## config.mk

```make
export PLATFORM = sky130hd
export DESIGN_NAME = abf_port
export DESIGN_NICKNAME = d
export VERILOG_FILES = /design/src/design/abf_pkg.sv /design/src/design/abf_fifo.sv /design/src/design/abf_port.sv
export SDC_FILE = /design/constraint.sdc
export NUM_CORES = 1
export LEC_CHECK = 0
export ABC_AREA = 0
export BUFFER_PORTS_ARGS = -buffer_cell sky130_fd_sc_hd__buf_2
export CAP_MARGIN = 20
export CORE_MARGIN = 3
export CORE_UTILIZATION = 65
export DETAILED_ROUTE_END_ITERATION = 10
export PLACE_DENSITY = 0.83
export SYNTH_ARGS = -nofsm -noshare
export SYNTH_HDL_FRONTEND = slang
export SYNTH_SLANG_ARGS = --single-unit
export TNS_END_PERCENT = 30
```

## constraint.sdc

```tcl
create_clock -name clk -period 9.6 [get_ports clk]
set_clock_uncertainty 0.15 [all_clocks]
set_input_delay 1.44 -clock clk [delete_from_list [all_inputs] [get_ports clk]]
set_output_delay 1.44 -clock clk [all_outputs]
set_load 0.02 [all_outputs]
```

## src/design/abf_pkg.sv

```systemverilog
/*
  Shared constants for the asynchronous byte FIFO port: data width, buffer
  depth, clock period and reset levels of the flags and strobe synchronisers.
  Assumes a single 125 MHz clock and an active-low asynchronous reset.
*/
package abf_pkg;

  localparam int ABF_DATA_W     = 8;
  localparam int ABF_FIFO_DEPTH = 16;

  localparam real ABF_CLK_PERIOD_NS = 8.0;

  // Reset levels of the flags: both read as "not ready" until released.
  localparam logic ABF_RX_AVAIL_N_RST = 1'b1;
  localparam logic ABF_TX_SPACE_N_RST = 1'b1;
  localparam logic ABF_STROBE_IDLE    = 1'b1;

endpackage

```

## src/design/abf_fifo.sv

```systemverilog
/*
  Synchronous first-in first-out buffer with valid/ready on both sides and
  a registered read word that always shows the oldest entry.
  Assumes DEPTH is a power of two and both sides run on clk.
*/
`timescale 1ns/1ps
`default_nettype none

module abf_fifo #(
  parameter int WIDTH = abf_pkg::ABF_DATA_W,
  parameter int DEPTH = abf_pkg::ABF_FIFO_DEPTH
) (
  input  wire logic             clk,
  input  wire logic             reset_n,
  input  wire logic             inValid,
  output logic                  inReady,
  input  wire logic [WIDTH-1:0] inData,
  output logic                  outValid,
  input  wire logic             outReady,
  output logic      [WIDTH-1:0] outData
);
  import abf_pkg::*;

  localparam int AW = $clog2(DEPTH);
  localparam logic [AW:0] FULL_COUNT = DEPTH[AW:0];

  logic [WIDTH-1:0] mem [DEPTH];
  logic [AW-1:0]    wrPtr_q;
  logic [AW-1:0]    rdPtr_q;
  logic [AW-1:0]    rdNext;
  logic [AW:0]      count_q;
  logic [WIDTH-1:0] outData_q;
  logic             push;
  logic             pop;

  assign inReady  = (count_q != FULL_COUNT);
  assign outValid = (count_q != '0);
  assign push     = inValid & inReady;
  assign pop      = outValid & outReady;
  assign rdNext   = pop ? rdPtr_q + 1'b1 : rdPtr_q;
  assign outData  = outData_q;

  always_ff @(posedge clk) begin
    if (push) begin
      mem[wrPtr_q] <= inData;
    end
  end

  // A word written into the slot about to be shown bypasses the array, so
  // the read register is current in the same cycle as the count.
  always_ff @(posedge clk or negedge reset_n) begin
    if (!reset_n) begin
      outData_q <= '0;
    end else if (push && (wrPtr_q == rdNext)) begin
      outData_q <= inData;
    end else begin
      outData_q <= mem[rdNext];
    end
  end

  always_ff @(posedge clk or negedge reset_n) begin
    if (!reset_n) begin
      wrPtr_q <= '0;
      rdPtr_q <= '0;
    end else begin
      if (push) begin
        wrPtr_q <= wrPtr_q + 1'b1;
      end
      rdPtr_q <= rdNext;
    end
  end

  always_ff @(posedge clk or negedge reset_n) begin
    if (!reset_n) begin
      count_q <= '0;
    end else begin
      case ({push, pop})
        2'b10:   count_q <= count_q + 1'b1;
        2'b01:   count_q <= count_q - 1'b1;
        default: count_q <= count_q;
      endcase
    end
  end

endmodule

`default_nettype wire

```

## src/design/abf_port.sv

```systemverilog
/*
  Device end of the asynchronous byte FIFO port: pin strobes and flags on
  one side, USB-facing byte streams and wake/flush requests on the other.
  Assumes the pins are asynchronous to clk; each passes two flip-flops
  first. The USB core supplies the power-enabled level, the remote wake
  option and a pulse for each Bulk-IN request, all on clk.
*/
`timescale 1ns/1ps
`default_nettype none

module abf_port (
  input  wire logic                             clk,
  input  wire logic                             reset_n,
  // Pin side.
  input  wire logic                             rdStrobeN,
  input  wire logic                             wrStrobeN,
  input  wire logic                             send_now_wake_n,
  input  wire logic [abf_pkg::ABF_DATA_W-1:0]   fifo_data_bus_in,
  output logic      [abf_pkg::ABF_DATA_W-1:0]   fifo_data_bus_out,
  output logic                                  fifo_data_bus_oe,
  output logic                                  rx_avail_n,
  output logic                                  rx_avail_n_oe,
  output logic                                  tx_space_n,
  output logic                                  tx_space_n_oe,
  // USB core side.
  input  wire logic                             power_enabled_n,
  input  wire logic                             remoteWakeEnable,
  input  wire logic                             bulkInRequest,
  input  wire logic                             usbRxValid,
  output logic                                  usbRxReady,
  input  wire logic [abf_pkg::ABF_DATA_W-1:0]   usbRxData,
  output logic                                  usbTxValid,
  input  wire logic                             usbTxReady,
  output logic      [abf_pkg::ABF_DATA_W-1:0]   usbTxData,
  output logic                                  flushPending,
  output logic                                  resumeRequest
);
  import abf_pkg::*;

  logic                  rdSync1_q;
  logic                  rdSync2_q;
  logic                  rdPrev_q;
  logic                  wrSync1_q;
  logic                  wrSync2_q;
  logic                  wrPrev_q;
  logic                  wakeSync1_q;
  logic                  wakeSync2_q;
  logic                  wakePrev_q;
  logic [ABF_DATA_W-1:0] dataSync1_q;
  logic [ABF_DATA_W-1:0] dataSync2_q;

  logic                  rdFall;
  logic                  rdRise;
  logic                  wrFall;
  logic                  wakeFall;

  logic                  rxValid;
  logic [ABF_DATA_W-1:0] rxData;
  logic                  rxPop;
  logic                  txReady;
  logic                  txPush;

  logic [ABF_DATA_W-1:0] busData_q;
  logic                  busOe_q;
  logic                  rxAvailN_q;
  logic                  txSpaceN_q;
  logic                  flagsOe_q;
  logic                  flushPending_q;
  logic                  resumeRequest_q;

  // Two-stage synchronisers; logic reads the second stage and its edge-detect copy, never the first stage.
  always_ff @(posedge clk or negedge reset_n) begin
    if (!reset_n) begin
      rdSync1_q <= ABF_STROBE_IDLE;
      rdSync2_q <= ABF_STROBE_IDLE;
      rdPrev_q  <= ABF_STROBE_IDLE;
    end else begin
      rdSync1_q <= rdStrobeN;
      rdSync2_q <= rdSync1_q;
      rdPrev_q  <= rdSync2_q;
    end
  end

  always_ff @(posedge clk or negedge reset_n) begin
    if (!reset_n) begin
      wrSync1_q <= ABF_STROBE_IDLE;
      wrSync2_q <= ABF_STROBE_IDLE;
      wrPrev_q  <= ABF_STROBE_IDLE;
    end else begin
      wrSync1_q <= wrStrobeN;
      wrSync2_q <= wrSync1_q;
      wrPrev_q  <= wrSync2_q;
    end
  end

  always_ff @(posedge clk or negedge reset_n) begin
    if (!reset_n) begin
      wakeSync1_q <= ABF_STROBE_IDLE;
      wakeSync2_q <= ABF_STROBE_IDLE;
      wakePrev_q  <= ABF_STROBE_IDLE;
    end else begin
      wakeSync1_q <= send_now_wake_n;
      wakeSync2_q <= wakeSync1_q;
      wakePrev_q  <= wakeSync2_q;
    end
  end

  // The data bus shares the strobe's synchroniser depth, so the byte seen
  // at the detected write edge is the one present when the strobe fell.
  // The outside party must therefore hold data stable around that edge.
  always_ff @(posedge clk or negedge reset_n) begin
    if (!reset_n) begin
      dataSync1_q <= '0;
      dataSync2_q <= '0;
    end else begin
      dataSync1_q <= fifo_data_bus_in;
      dataSync2_q <= dataSync1_q;
    end
  end

  assign rdFall   = rdPrev_q & ~rdSync2_q;
  assign rdRise   = ~rdPrev_q & rdSync2_q;
  assign wrFall   = wrPrev_q & ~wrSync2_q;
  assign wakeFall = wakePrev_q & ~wakeSync2_q;

  // Receive path: USB core fills, the read strobe drains.
  assign rxPop = rdRise & rxValid;

  abf_fifo #(
    .WIDTH (ABF_DATA_W),
    .DEPTH (ABF_FIFO_DEPTH)
  ) rxFifo (
    .clk      (clk),
    .reset_n  (reset_n),
    .inValid  (usbRxValid),
    .inReady  (usbRxReady),
    .inData   (usbRxData),
    .outValid (rxValid),
    .outReady (rxPop),
    .outData  (rxData)
  );

  // Transmit path: the write strobe fills, the USB core drains. A write
  // while full is dropped; the flag told the outside party to wait.
  assign txPush = wrFall & txReady;

  abf_fifo #(
    .WIDTH (ABF_DATA_W),
    .DEPTH (ABF_FIFO_DEPTH)
  ) txFifo (
    .clk      (clk),
    .reset_n  (reset_n),
    .inValid  (txPush),
    .inReady  (txReady),
    .inData   (dataSync2_q),
    .outValid (usbTxValid),
    .outReady (usbTxReady),
    .outData  (usbTxData)
  );

  // The byte is latched at the falling edge and held for the whole low
  // phase, so a push from the USB side cannot change it under the reader.
  always_ff @(posedge clk or negedge reset_n) begin
    if (!reset_n) begin
      busData_q <= '0;
    end else if (rdFall) begin
      busData_q <= rxData;
    end
  end

  always_ff @(posedge clk or negedge reset_n) begin
    if (!reset_n) begin
      busOe_q <= 1'b0;
    end else begin
      busOe_q <= ~rdSync2_q;
    end
  end

  // Receive-available flag: forced high for the cycle after a rising read
  // strobe, so every read shows a high pulse even when more data waits.
  always_ff @(posedge clk or negedge reset_n) begin
    if (!reset_n) begin
      rxAvailN_q <= ABF_RX_AVAIL_N_RST;
    end else if (rdRise) begin
      rxAvailN_q <= 1'b1;
    end else begin
      rxAvailN_q <= ~rxValid;
    end
  end

  always_ff @(posedge clk or negedge reset_n) begin
    if (!reset_n) begin
      txSpaceN_q <= ABF_TX_SPACE_N_RST;
    end else begin
      txSpaceN_q <= ~txReady;
    end
  end

  // Flags float while reset is held and are driven from the first edge
  // after its release.
  always_ff @(posedge clk or negedge reset_n) begin
    if (!reset_n) begin
      flagsOe_q <= 1'b0;
    end else begin
      flagsOe_q <= 1'b1;
    end
  end

  // Send-now/wake strobe. A new strobe wins over the Bulk-IN clear in the
  // same cycle, so a request is never lost.
  always_ff @(posedge clk or negedge reset_n) begin
    if (!reset_n) begin
      flushPending_q <= 1'b0;
    end else if (wakeFall && !power_enabled_n) begin
      flushPending_q <= 1'b1;
    end else if (bulkInRequest) begin
      flushPending_q <= 1'b0;
    end
  end

  always_ff @(posedge clk or negedge reset_n) begin
    if (!reset_n) begin
      resumeRequest_q <= 1'b0;
    end else begin
      resumeRequest_q <= wakeFall & power_enabled_n & remoteWakeEnable;
    end
  end

  assign fifo_data_bus_out = busData_q;
  assign fifo_data_bus_oe  = busOe_q;
  assign rx_avail_n        = rxAvailN_q;
  assign rx_avail_n_oe     = flagsOe_q;
  assign tx_space_n        = txSpaceN_q;
  assign tx_space_n_oe     = flagsOe_q;
  assign flushPending      = flushPending_q;
  assign resumeRequest     = resumeRequest_q;

endmodule

`default_nettype wire

```

After elaboration in Yosys (flattened, before gate mapping)

Memory sizes are Yosys's and may differ from the RTL's. A register that Yosys moved wholly into a read port is not among the register bits.
Index checks and enable logic that the tools add are counted.

Bits in registers: 65
Bits in latches: 0
Memory bits (writable): 256
Bits in read-only memories: 0
Output and inout port bits: 25
Logic and storage cells: 78
Memories: 2

Memories:

| memory     | words | bits a word | read ports | clocked after memory_dff | write ports | RTL line       | text |
|---|---|---|---|---|---|---|---|
| rxFifo.mem | 16    | 8           | 1          | 1                        | 1           | abf_fifo.sv:27 | `logic [WIDTH-1:0] mem [DEPTH];` |
| txFifo.mem | 16    | 8           | 1          | 1                        | 1           | abf_fifo.sv:27 |  |

$add $sub $neg: 8
Multipliers: 0
Div/mod/pow operators: 0
$lt $le $gt $ge: 0
Eq/ne operators: 6
Shift-type cells: 0
Multiplexer cells: 11
Bitwise logic cells: 18
Reductions and logical operators: 9

Operator list:

| kind                  | number |
|---|---|
| $pmux W5 S2           | 2 |
| $add A4 B1 Y4 const B | 4 |
| $and A1 B1 Y1         | 12 |
| $add A5 B1 Y5 const B | 2 |
| $ne A5 B5 Y1 const B  | 2 |
| $reduce_bool A5 Y1    | 2 |
| $sub A5 B1 Y5 const B | 2 |
| $mux W4               | 2 |
| $mux W1               | 7 |
| $not A1 Y1            | 6 |
| $reduce_bool A2 Y1    | 3 |
| $eq A2 B1 Y1 const B  | 2 |
| $eq A2 B2 Y1 const B  | 2 |
| $logic_not A1 Y1      | 3 |
| $logic_and A1 B1 Y1   | 1 |

Depth between registers and ports, before layout

Gate-level depths: netlist (run 1).

Depth in word-level cells: 6
Gate-level depth with buffers: 16
Gate-level depth less buffers: 13

Modules after synthesis

Synthesis (run 1) repeated with hierarchy kept, for this count alone.

Cells, all modules: 992
Area total of the unflattened synthesis: 16010.4 um^2

Modules (own cells, without submodules):

| module   | times used | cells each | area an instance (um^2) | seq. area each (um^2) |
|---|---|---|---|---|
| abf_fifo | 2          | 465        | 7405.9                  | 4369.2 |
| abf_port | 1          | 62         | 1198.6                  | 989.7 |

Worst setup path before layout (run 1)

Ideal clock, no wire load.

Kind: in2reg
Start: in usbRxValid
End: reg rxFifo.count_q[4]
Setup time: 0.123 ns
Arrival time: 3.347 ns
Path slack: 5.980 ns
Stages: 13
Buffers on the path: 2
Cell sequence: and2_1 > clkbuf_1 > inv_1 > ha_1 > clkbuf_1 > xor2_1 > ha_1 > o21ai_0 > a21oi_1 > a21oi_1 > xor2_1 > nor2_1 > xnor2_1

Word-level cells in the longest chain between the ends: 3
Elaborated cells between the ends (all ways): 5
Those cells by class: 2 x eq/ne; 1 x mux; 1 x bitwise; 1 x reduce/logical

RTL lines:

| item                                              | RTL line       | text |
|---|---|---|
| from (decl)                                       | abf_port.sv:29 | `input wire logic usbRxValid,` |
| $and A1 B1 Y1 (*)                                 | abf_fifo.sv:38 | `assign push = inValid & inReady;` |
| $eq A2 B1 Y1 or $eq A2 B2 Y1 (tied branches)      | abf_fifo.sv:77 | `case ({push, pop})` |
| $pmux W5 S2 or $reduce_bool A2 Y1 (tied branches) | -              |  |
| to (signal assigned)                              | abf_fifo.sv:78 | `2'b10: count_q <= count_q + 1'b1;` |
| to (signal assigned)                              | abf_fifo.sv:79 | `2'b01: count_q <= count_q - 1'b1;` |
| to (signal assigned)                              | abf_fifo.sv:80 | `default: count_q <= count_q;` |
| to (decl)                                         | abf_fifo.sv:31 | `logic [AW:0] count_q;` |

Mark *: on every way between the ends. The rest lies on a longest branch, timed or not.
A chain may end at the register's enable or synchronous reset.

Worst setup path after layout (run 1)

Start: reg rxFifo.rdPtr_q[0]
End: reg rxFifo.outData_q[2], in the netlist rxFifo.outData[2] (read register of rxFifo.mem)

Word-level cells in the longest chain between the ends: 2

RTL lines:

| item                   | RTL line       | text |
|---|---|---|
| from (decl)            | abf_fifo.sv:29 | `logic [AW-1:0] rdPtr_q;` |
| from (signal assigned) | abf_fifo.sv:69 | `rdPtr_q <= rdNext;` |
| $add A4 B1 Y4          | abf_fifo.sv:40 | `assign rdNext = pop ? rdPtr_q + 1'b1 : rdPtr_q;` |
| $mux W4 (*)            | abf_fifo.sv:40 |  |
| to (decl)              | abf_fifo.sv:32 | `logic [WIDTH-1:0] outData_q;` |

Marked as above.

==> results of run 1 <==
==> path summary, 6_finish.rpt <==
path                                         from           endpoint  slack, ns  depth (start not counted)
worst max-delay path            rxFifo.rdPtr_q[0]  rxFifo.outData[2]       5.46                          9
worst min-delay path               dataSync1_q[3]     dataSync2_q[3]       0.20                          0
worst max register to register  rxFifo.rdPtr_q[0]  rxFifo.outData[2]       5.46                          9
worst min register to register     dataSync1_q[3]     dataSync2_q[3]       0.20                          0
max in group asynchronous                 reset_n  rxFifo.rdPtr_q[0]       7.49                          2
min in group asynchronous                 reset_n  txFifo.count_q[2]       0.67                          1
==> worst max-delay path: stages, from the launching register on <==
cell      delay, ns
dfrtp_2        0.34
buf_4          0.61
ha_1           0.57
o211ai_2       0.14
buf_4          0.36
nand2_2        0.39
xnor2_1        0.26
nand4b_1       0.60
nor2_1         0.37
a31oi_1        0.10
==> sequential cells by signal, indices dropped and copies added, names as in the netlist, 4 cells and up <==
signal	count
rxFifo.wrPtr_q	4
rxFifo.rdPtr_q	4
txFifo.count_q	5
txFifo.rdPtr_q	4
fifo_data_bus_out	8
txFifo.mem	128
dataSync2_q	8
rxFifo.mem	128
dataSync1_q	8
rxFifo.count_q	5
rxFifo.outData	8
txFifo.wrPtr_q	4
txFifo.outData	8
==> kinds of logic after synthesis <==
kind of cell	Yosys count	synth area share
AND/OR/NAND/NOR	137	0.0511
flip-flops	337	0.676
XOR/XNOR	34	0.0250
AO/OA/AOI/OAI	288	0.154
multiplexers	67	0.0499
adder cells (fa/ha/maj)	17	0.0148
buffers and inverters	95	0.0289
other	1	0.000261
==> area by class of cell <==
cell class | count | area [um2] | share of cell area
multi-input cells | 544 | 4280 | 0.269
repair buffers | 67 | 398 | 0.0250
flip-flops and latches | 337 | 9730 | 0.611
well taps | 275 | 344 | 0.0216
clock buffers | 56 | 1020 | 0.0639
clock inverters | 6 | 27.5 | 0.00173
inverters | 30 | 115 | 0.00723
==> per-stage QoR <==
step,util,instances,instance area (um2)
finish,0.745,1315,15900
global route,0.745,1315,15900
CTS,0.744,1311,15900
detailed placement,0.695,1249,14800
global placement,0.694,1248,14800
floorplan,-,976,14400
==> Yosys cell counts (23+ instances only) <==
| library cell | instances |
|---|---|
| nand2_1 | 23 |
| edfxtp_1 | 256 |
| mux2i_1 | 47 |
| a221oi_1 | 57 |
| clkbuf_1 | 37 |
| dfrtp_1 | 70 |
| inv_1 | 26 |
| nor2_1 | 36 |
| a31oi_1 | 24 |
| o21ai_0 | 38 |
| a221o_1 | 32 |
| a22oi_1 | 24 |
==> placed cells by master, fill, tap and decap left out, types with 11 or more instances in the layout <==
| master | instances |
|---|---|
| nor2_1 | 36 |
| mux2_2 | 18 |
| mux2i_1 | 47 |
| nand2_1 | 23 |
| nand3_1 | 12 |
| clkbuf_16 | 37 |
| inv_1 | 26 |
| o21ai_0 | 38 |
| clkbuf_1 | 17 |
| xnor2_1 | 18 |
| a221o_1 | 32 |
| dfrtp_1 | 69 |
| buf_4 | 13 |
| a21oi_1 | 15 |
| a221oi_1 | 57 |
| nor2b_1 | 11 |
| and2_1 | 17 |
| o221ai_1 | 15 |
| xor2_1 | 11 |
| a22oi_1 | 24 |
| o22ai_1 | 16 |
| dfstp_2 | 11 |
| buf_2 | 50 |
| ha_1 | 17 |
| a31oi_1 | 24 |
| a211oi_1 | 15 |
| edfxtp_1 | 256 |
==> report_power, final <==
part	total [mW]	internal (mW)	switching [mW]
Combinational	1.80	0.705	1.09
Clock	1.24	0.724	0.514
Sequential	1.96	1.78	0.176
==> layer usage <==
| layer | vias to the layer above | GRT usage |
|---|---|---|
| li1 | 4002 | - |
| met1 | 4468 | 0.325 |
| met2 | 365 | 0.465 |
| met3 | 93 | 0.0481 |
| met4 | 0 | 0.109 |
| met5 | - | 0 |
==> summary.md, run 1 <==
| Metric | Value |
|---|---|
| First-pass GRT wire length | 49.2 mm |
| CTS tree | done |
| Syn_area_per_cell | 14.7 um2 |
| Row cnt | 53 |
| Antenna viol nets, final | 0 |
| Hold bufs inserted after CTS | 0 |
| Total power | 5.00 mW |
| Met1 WL | 11.9 mm |
| Via-to-Cell Ratio | 6.79 |
| Detailed Routing Iterations Pass 1 | 7 |
| Worst-path clk slew | 0.06 ns |
| Metal2 WL | 16.6 mm |
| Total congestion overflow | 0 |
| Avg WL per Cell | 24.0 um |
| Share of layout cells above drive strength 1 | 0.160 |
| Post-synth ARST share | 0.240 |
| Max Freq | 242 MHz |
| Final Hold Viols | 0 |
| Required @ worst endpoint | 9.78 ns |
| Top Metal Used | met4 |
| Post-CTS resize count | 0 |
| CTS sink count | 337 |
| Final WL | 31.5 mm |
| Vias in the first global route | 8893 |
| Postcts setup bufs | 0 |
| CP max FO | 76 |
| Distinct cell type count after synthesis | 72 |
| H-tree levels | 2 |
| Top cell type's share of synthesized area | 0.534 |
| Synth area leader | edfxtp_1 |
| Final period util | 0.431 |
| GRT Util Overall | 0.264 |
| HPWL Detailed | 19.7 mm |
| Met3 wire len | 1.83 mm |
| Number of synthesis warnings | 0 |
| Synthesized Nets | 1019 |
| Final nets | 1057 |
| RSZ-0062 raised after global routing | false |
| Worst Slack Setup Final | 5.46 ns |
| Die area | 0.0240 mm2 |
| Die height | 155 um |
| Synth Flop Type | edfxtp_1 |
| Area growth from synthesis to layout | 10.6% |
| Largest net degree at the start of global routing | 77 |
| IO buf count | 50 |
| Fillcell total | 1280 |
| Post-synthesis sequential area ratio | 0.676 |
| Setup TNS | 0 ns |
| Initial antenna violation count | 0 |
| Pre-CTS WS | 5.61 ns |
| Longest Clk Path Bufs | 3 |
| Crit start category | flip-flop |
| Core ar. | 0.0214 mm2 |
| Final min period | 4.14 ns |
| P_leak | 5.60 nW |
| Power per cell area | 314 mW/mm2 |
| Post-synth EDFFs | 256 |
| Crit path DAT | 4.32 ns |
| I/O pin cnt | 51 |
| Post-route DRC | 0 |
| Outcome | finished clean |
| RD Place Congestion | 0.847 |
| Maximum vdd drop | 0.219 mV |
| Starting DRT DRC Count | 1062 |
| Worst hold-check path type | flip-flop to flip-flop |
| Die W | 155 um |
| Final setup viols | 0 |
| Max Cap Violations | 0 |
| Root buffer cell | clkbuf_16 |
| Final number of max-transition violations | 0 |
| Total CTS buffers | 34 |
| Worst Setup End Kind | flip-flop |
| Ant diodes | 0 |
| Skew-Pair Late Insertion Delay | 0.51 ns |
| Vias | 8928 |
| Synthesized cell area | 0.0144 mm2 |
| Initial Util | 0.674 |
| Post-Syn Instances | 976 |
| WS Path Type | flip-flop to flip-flop |
| Worst slew margin | 0.310 |
| Worst slew pin tran | 1.03 ns |
| Yosys reg bits | 337 |
| Worst hold slack | 0.197 ns |
| Synth top area cells | edfxtp_1 53%, dfrtp_1 12%, a221oi_1 3.5% |
Power figures use the tool's default switching activity.
==> run 2: changes to the inputs <==
--- a/config.mk
+++ b/config.mk
@@ -9,9 +9,9 @@
 export BUFFER_PORTS_ARGS = -buffer_cell sky130_fd_sc_hd__buf_2
 export CAP_MARGIN = 20
 export CORE_MARGIN = 3
-export CORE_UTILIZATION = 65
+export CORE_UTILIZATION = 62
 export DETAILED_ROUTE_END_ITERATION = 10
-export PLACE_DENSITY = 0.83
+export PLACE_DENSITY = 0.8
 export SYNTH_ARGS = -nofsm -noshare
 export SYNTH_HDL_FRONTEND = slang
 export SYNTH_SLANG_ARGS = --single-unit
==> constraint.sdc (replaced) <==
create_clock -name clk -period 4 [get_ports clk]
set_clock_uncertainty 0.15 [all_clocks]
set_input_delay 0.6 -clock clk [delete_from_list [all_inputs] [get_ports clk]]
set_output_delay 0.6 -clock clk [all_outputs]
set_load 0.02 [all_outputs]
==> run 2 against run 1 <==
- utilization shrank 3.8 points
- sequential power grew 140%
- die area grew 4.6%
- flip-flop and latch count is the same
- final area grew 0.95%
- power grew 140%
- maximum frequency grew 27%
==> summary.md, run 2 (same netlist as run 1, synthesis figures left out) <==
| Metric | Value |
|---|---|
| Die W | 158 um (+2.3%) |
| Worst slew margin | 0.366 (+0.0557) |
| Crit path depth | 12 (+3) |
| Post-route DRC | 0 (unchanged) |
| Slowest CP cell | or4_4 |
| Required @ worst endpoint | 4.24 ns (-5.54 ns) |
| Maximum vdd drop | 0.500 mV (+130%) |
| WS Path Type | flip-flop to flip-flop |
| Starting DRT DRC Count | 833 (-22%) |
| Area growth from synthesis to layout | 11.7% |
| CTS tree | done |
| Final min period | 3.25 ns (-0.888 ns) |
| Core ar. | 0.0227 mm2 (+6.4%) |
| H-tree levels | 2 (unchanged) |
| Die height | 158 um (+2.3%) |
| Worst Setup End Kind | flip-flop |
| Hold bufs inserted after CTS | 0 (unchanged) |
| Commonest non-fill, non-tap cells in the layout | 256 x edfxtp_1, 69 x dfrtp_1, 57 x a221oi_1 |
| Worst path buffer plus inverter count | 1 (-1) |
| Worst hold-check path type | primary input to asynchronous set/reset pin |
| Max Cap Violations | 0 (unchanged) |
| RSZ-0062 raised after global routing | false |
| Vias | 8896 (-0.36%) |
| HPWL Detailed | 20.0 mm (+1.5%) |
| Final number of max-transition violations | 0 (unchanged) |
| Power per cell area | 759 mW/mm2 (+140%) |
| Post-CTS resize count | 0 (unchanged) |
| Vias in the first global route | 8796 (-1.1%) |
| Max Freq | 308 MHz (+27%) |
| Root buffer cell | clkbuf_16 |
| Die area | 0.0251 mm2 (+4.6%) |
| First-pass GRT wire length | 48.2 mm (-1.9%) |
| Longest Clk Path Bufs | 3 (unchanged) |
| Crit start category | flip-flop |
| Total CTS buffers | 35 (+2.9%) |
| Fillcell total | 1457 (+14%) |
| Crit path DAT | 3.49 ns (-0.83 ns) |
| Commonest non-fill, non-tap cell in the layout | edfxtp_1 |
| Initial Util | 0.633 (-0.0402) |
| Detailed Routing Iterations Pass 1 | 5 (-2) |
| Initial antenna violation count | 0 (unchanged) |
| Final period util | 0.812 (+0.381) |
| Avg WL per Cell | 23.3 um (-2.9%) |
| Ant diodes | 0 (unchanged) |
| Setup TNS | 0 ns (unchanged) |
| Skew-Pair Late Insertion Delay | 0.51 ns (about the same) |
| Row cnt | 55 (+3.8%) |
| P_leak | 5.68 nW (+1.5%) |
| Total congestion overflow | 0 (unchanged) |
| R2r worst-path depth | 12 (+3) |
| CTS sink count | 337 (unchanged) |
| Util after Layout | 0.707 (-0.0378) |
| RD Place Congestion | 0.824 (-2.7%) |
| GRT Util Overall | 0.249 (-0.0151) |
| Antenna viol nets, final | 0 (unchanged) |
| I/O pin cnt | 51 (unchanged) |
| Share of layout cells above drive strength 1 | 0.172 (+0.0120) |
| Outcome | finished clean |
| Final setup viols | 0 (unchanged) |
| IO buf count | 50 (unchanged) |
| Final nets | 1066 (+0.85%) |
| Crit-path leading delay family | simple AND/OR/NAND/NOR gates |
| Worst-path clk slew | 0.06 ns (about the same) |
| CP max FO | 29 (-62%) |
| CP max stage delay | 0.59 ns (-0.02 ns) |
| Final Hold Viols | 0 (unchanged) |
| Postcts setup bufs | 0 (unchanged) |
| Worst slew pin tran | 0.949 ns (-0.0855 ns) |
| Largest regs | rxFifo.mem (128), txFifo.mem (128) |
| Final WL | 31.1 mm (-1.5%) |
| CP Cell Sequence | or4_4 -> o21ai_4 -> inv_4 -> ha_1 -> xor2_1 -> ha_1 -> o21ai_0 -> a21oi_1 -> a21oi_1 -> xor2_1 -> nor2_1 -> xnor2_1 |
| Via-to-Cell Ratio | 6.67 (-1.8%) |
| Largest net degree at the start of global routing | 72 (-6.5%) |
[run 2: cell types whose count changed in the layout (fill, tap and decap cells not counted), sizes merged]
cell    previous run  this run
inv               29        31
buf               64        75
clkinv             7         9
clkbuf            59        51
bufinv             0         2
[run 2: final timing paths]
path                              startpoint                end  slack (ns)
hold / removal                       reset_n  txFifo.rdPtr_q[3]        0.01
min in group clk                   wrStrobeN          wrSync1_q        0.04
setup reg to reg           rxFifo.count_q[1]  rxFifo.count_q[4]        0.75
max in group asynchronous            reset_n         wakePrev_q        2.79
hold reg to reg               dataSync1_q[4]     dataSync2_q[4]        0.19
setup / recovery           rxFifo.count_q[1]  rxFifo.count_q[4]        0.75
[run 2: stage by stage]
step                std cells  worst slack, ns  instance area [um2]  hold WS, ns  power, mW
floorplan                 976            0.743                14400        0.154       7.84
global placement         1271            0.824                14900        0.182       8.82
detailed placement       1271            0.761                14900        0.185       9.00
CTS                      1334            0.745                16100       0.0267       12.2
global route             1334            0.486                16100       0.0299       12.8
finish                   1334            0.751                16100       0.0126       12.2
[run 2: routing by layer]
layer / vias up / share of wire / wire length [um] / global-route usage
met5: - / 0 / 0 / 0
met3: 86 / 0.055 / 1720 / 0.0408
met2: 322 / 0.53 / 16600 / 0.457
met1: 4465 / 0.38 / 11800 / 0.302
li1: 4023 / - / - / -
met4: 0 / 0.031 / 959 / 0.0803
[run 2: cell type report]
class,instances,area [um2],area share
tap,285,357,0.0222
timing repair buffer,75,453,0.0282
clock buffer,51,1010,0.0630
inverter,30,115,0.00717
clock inverter,12,116,0.00724
multi-input combinational,544,4280,0.266
sequential,337,9730,0.606
[run 2: power breakdown]
part / switching (mW) / internal (mW) / total [mW]
clock: 1.29 / 1.89 / 3.18
combinational: 2.60 / 1.73 / 4.33
sequential: 0.401 / 4.28 / 4.68
total: 4.29 / 7.90 / 12.2
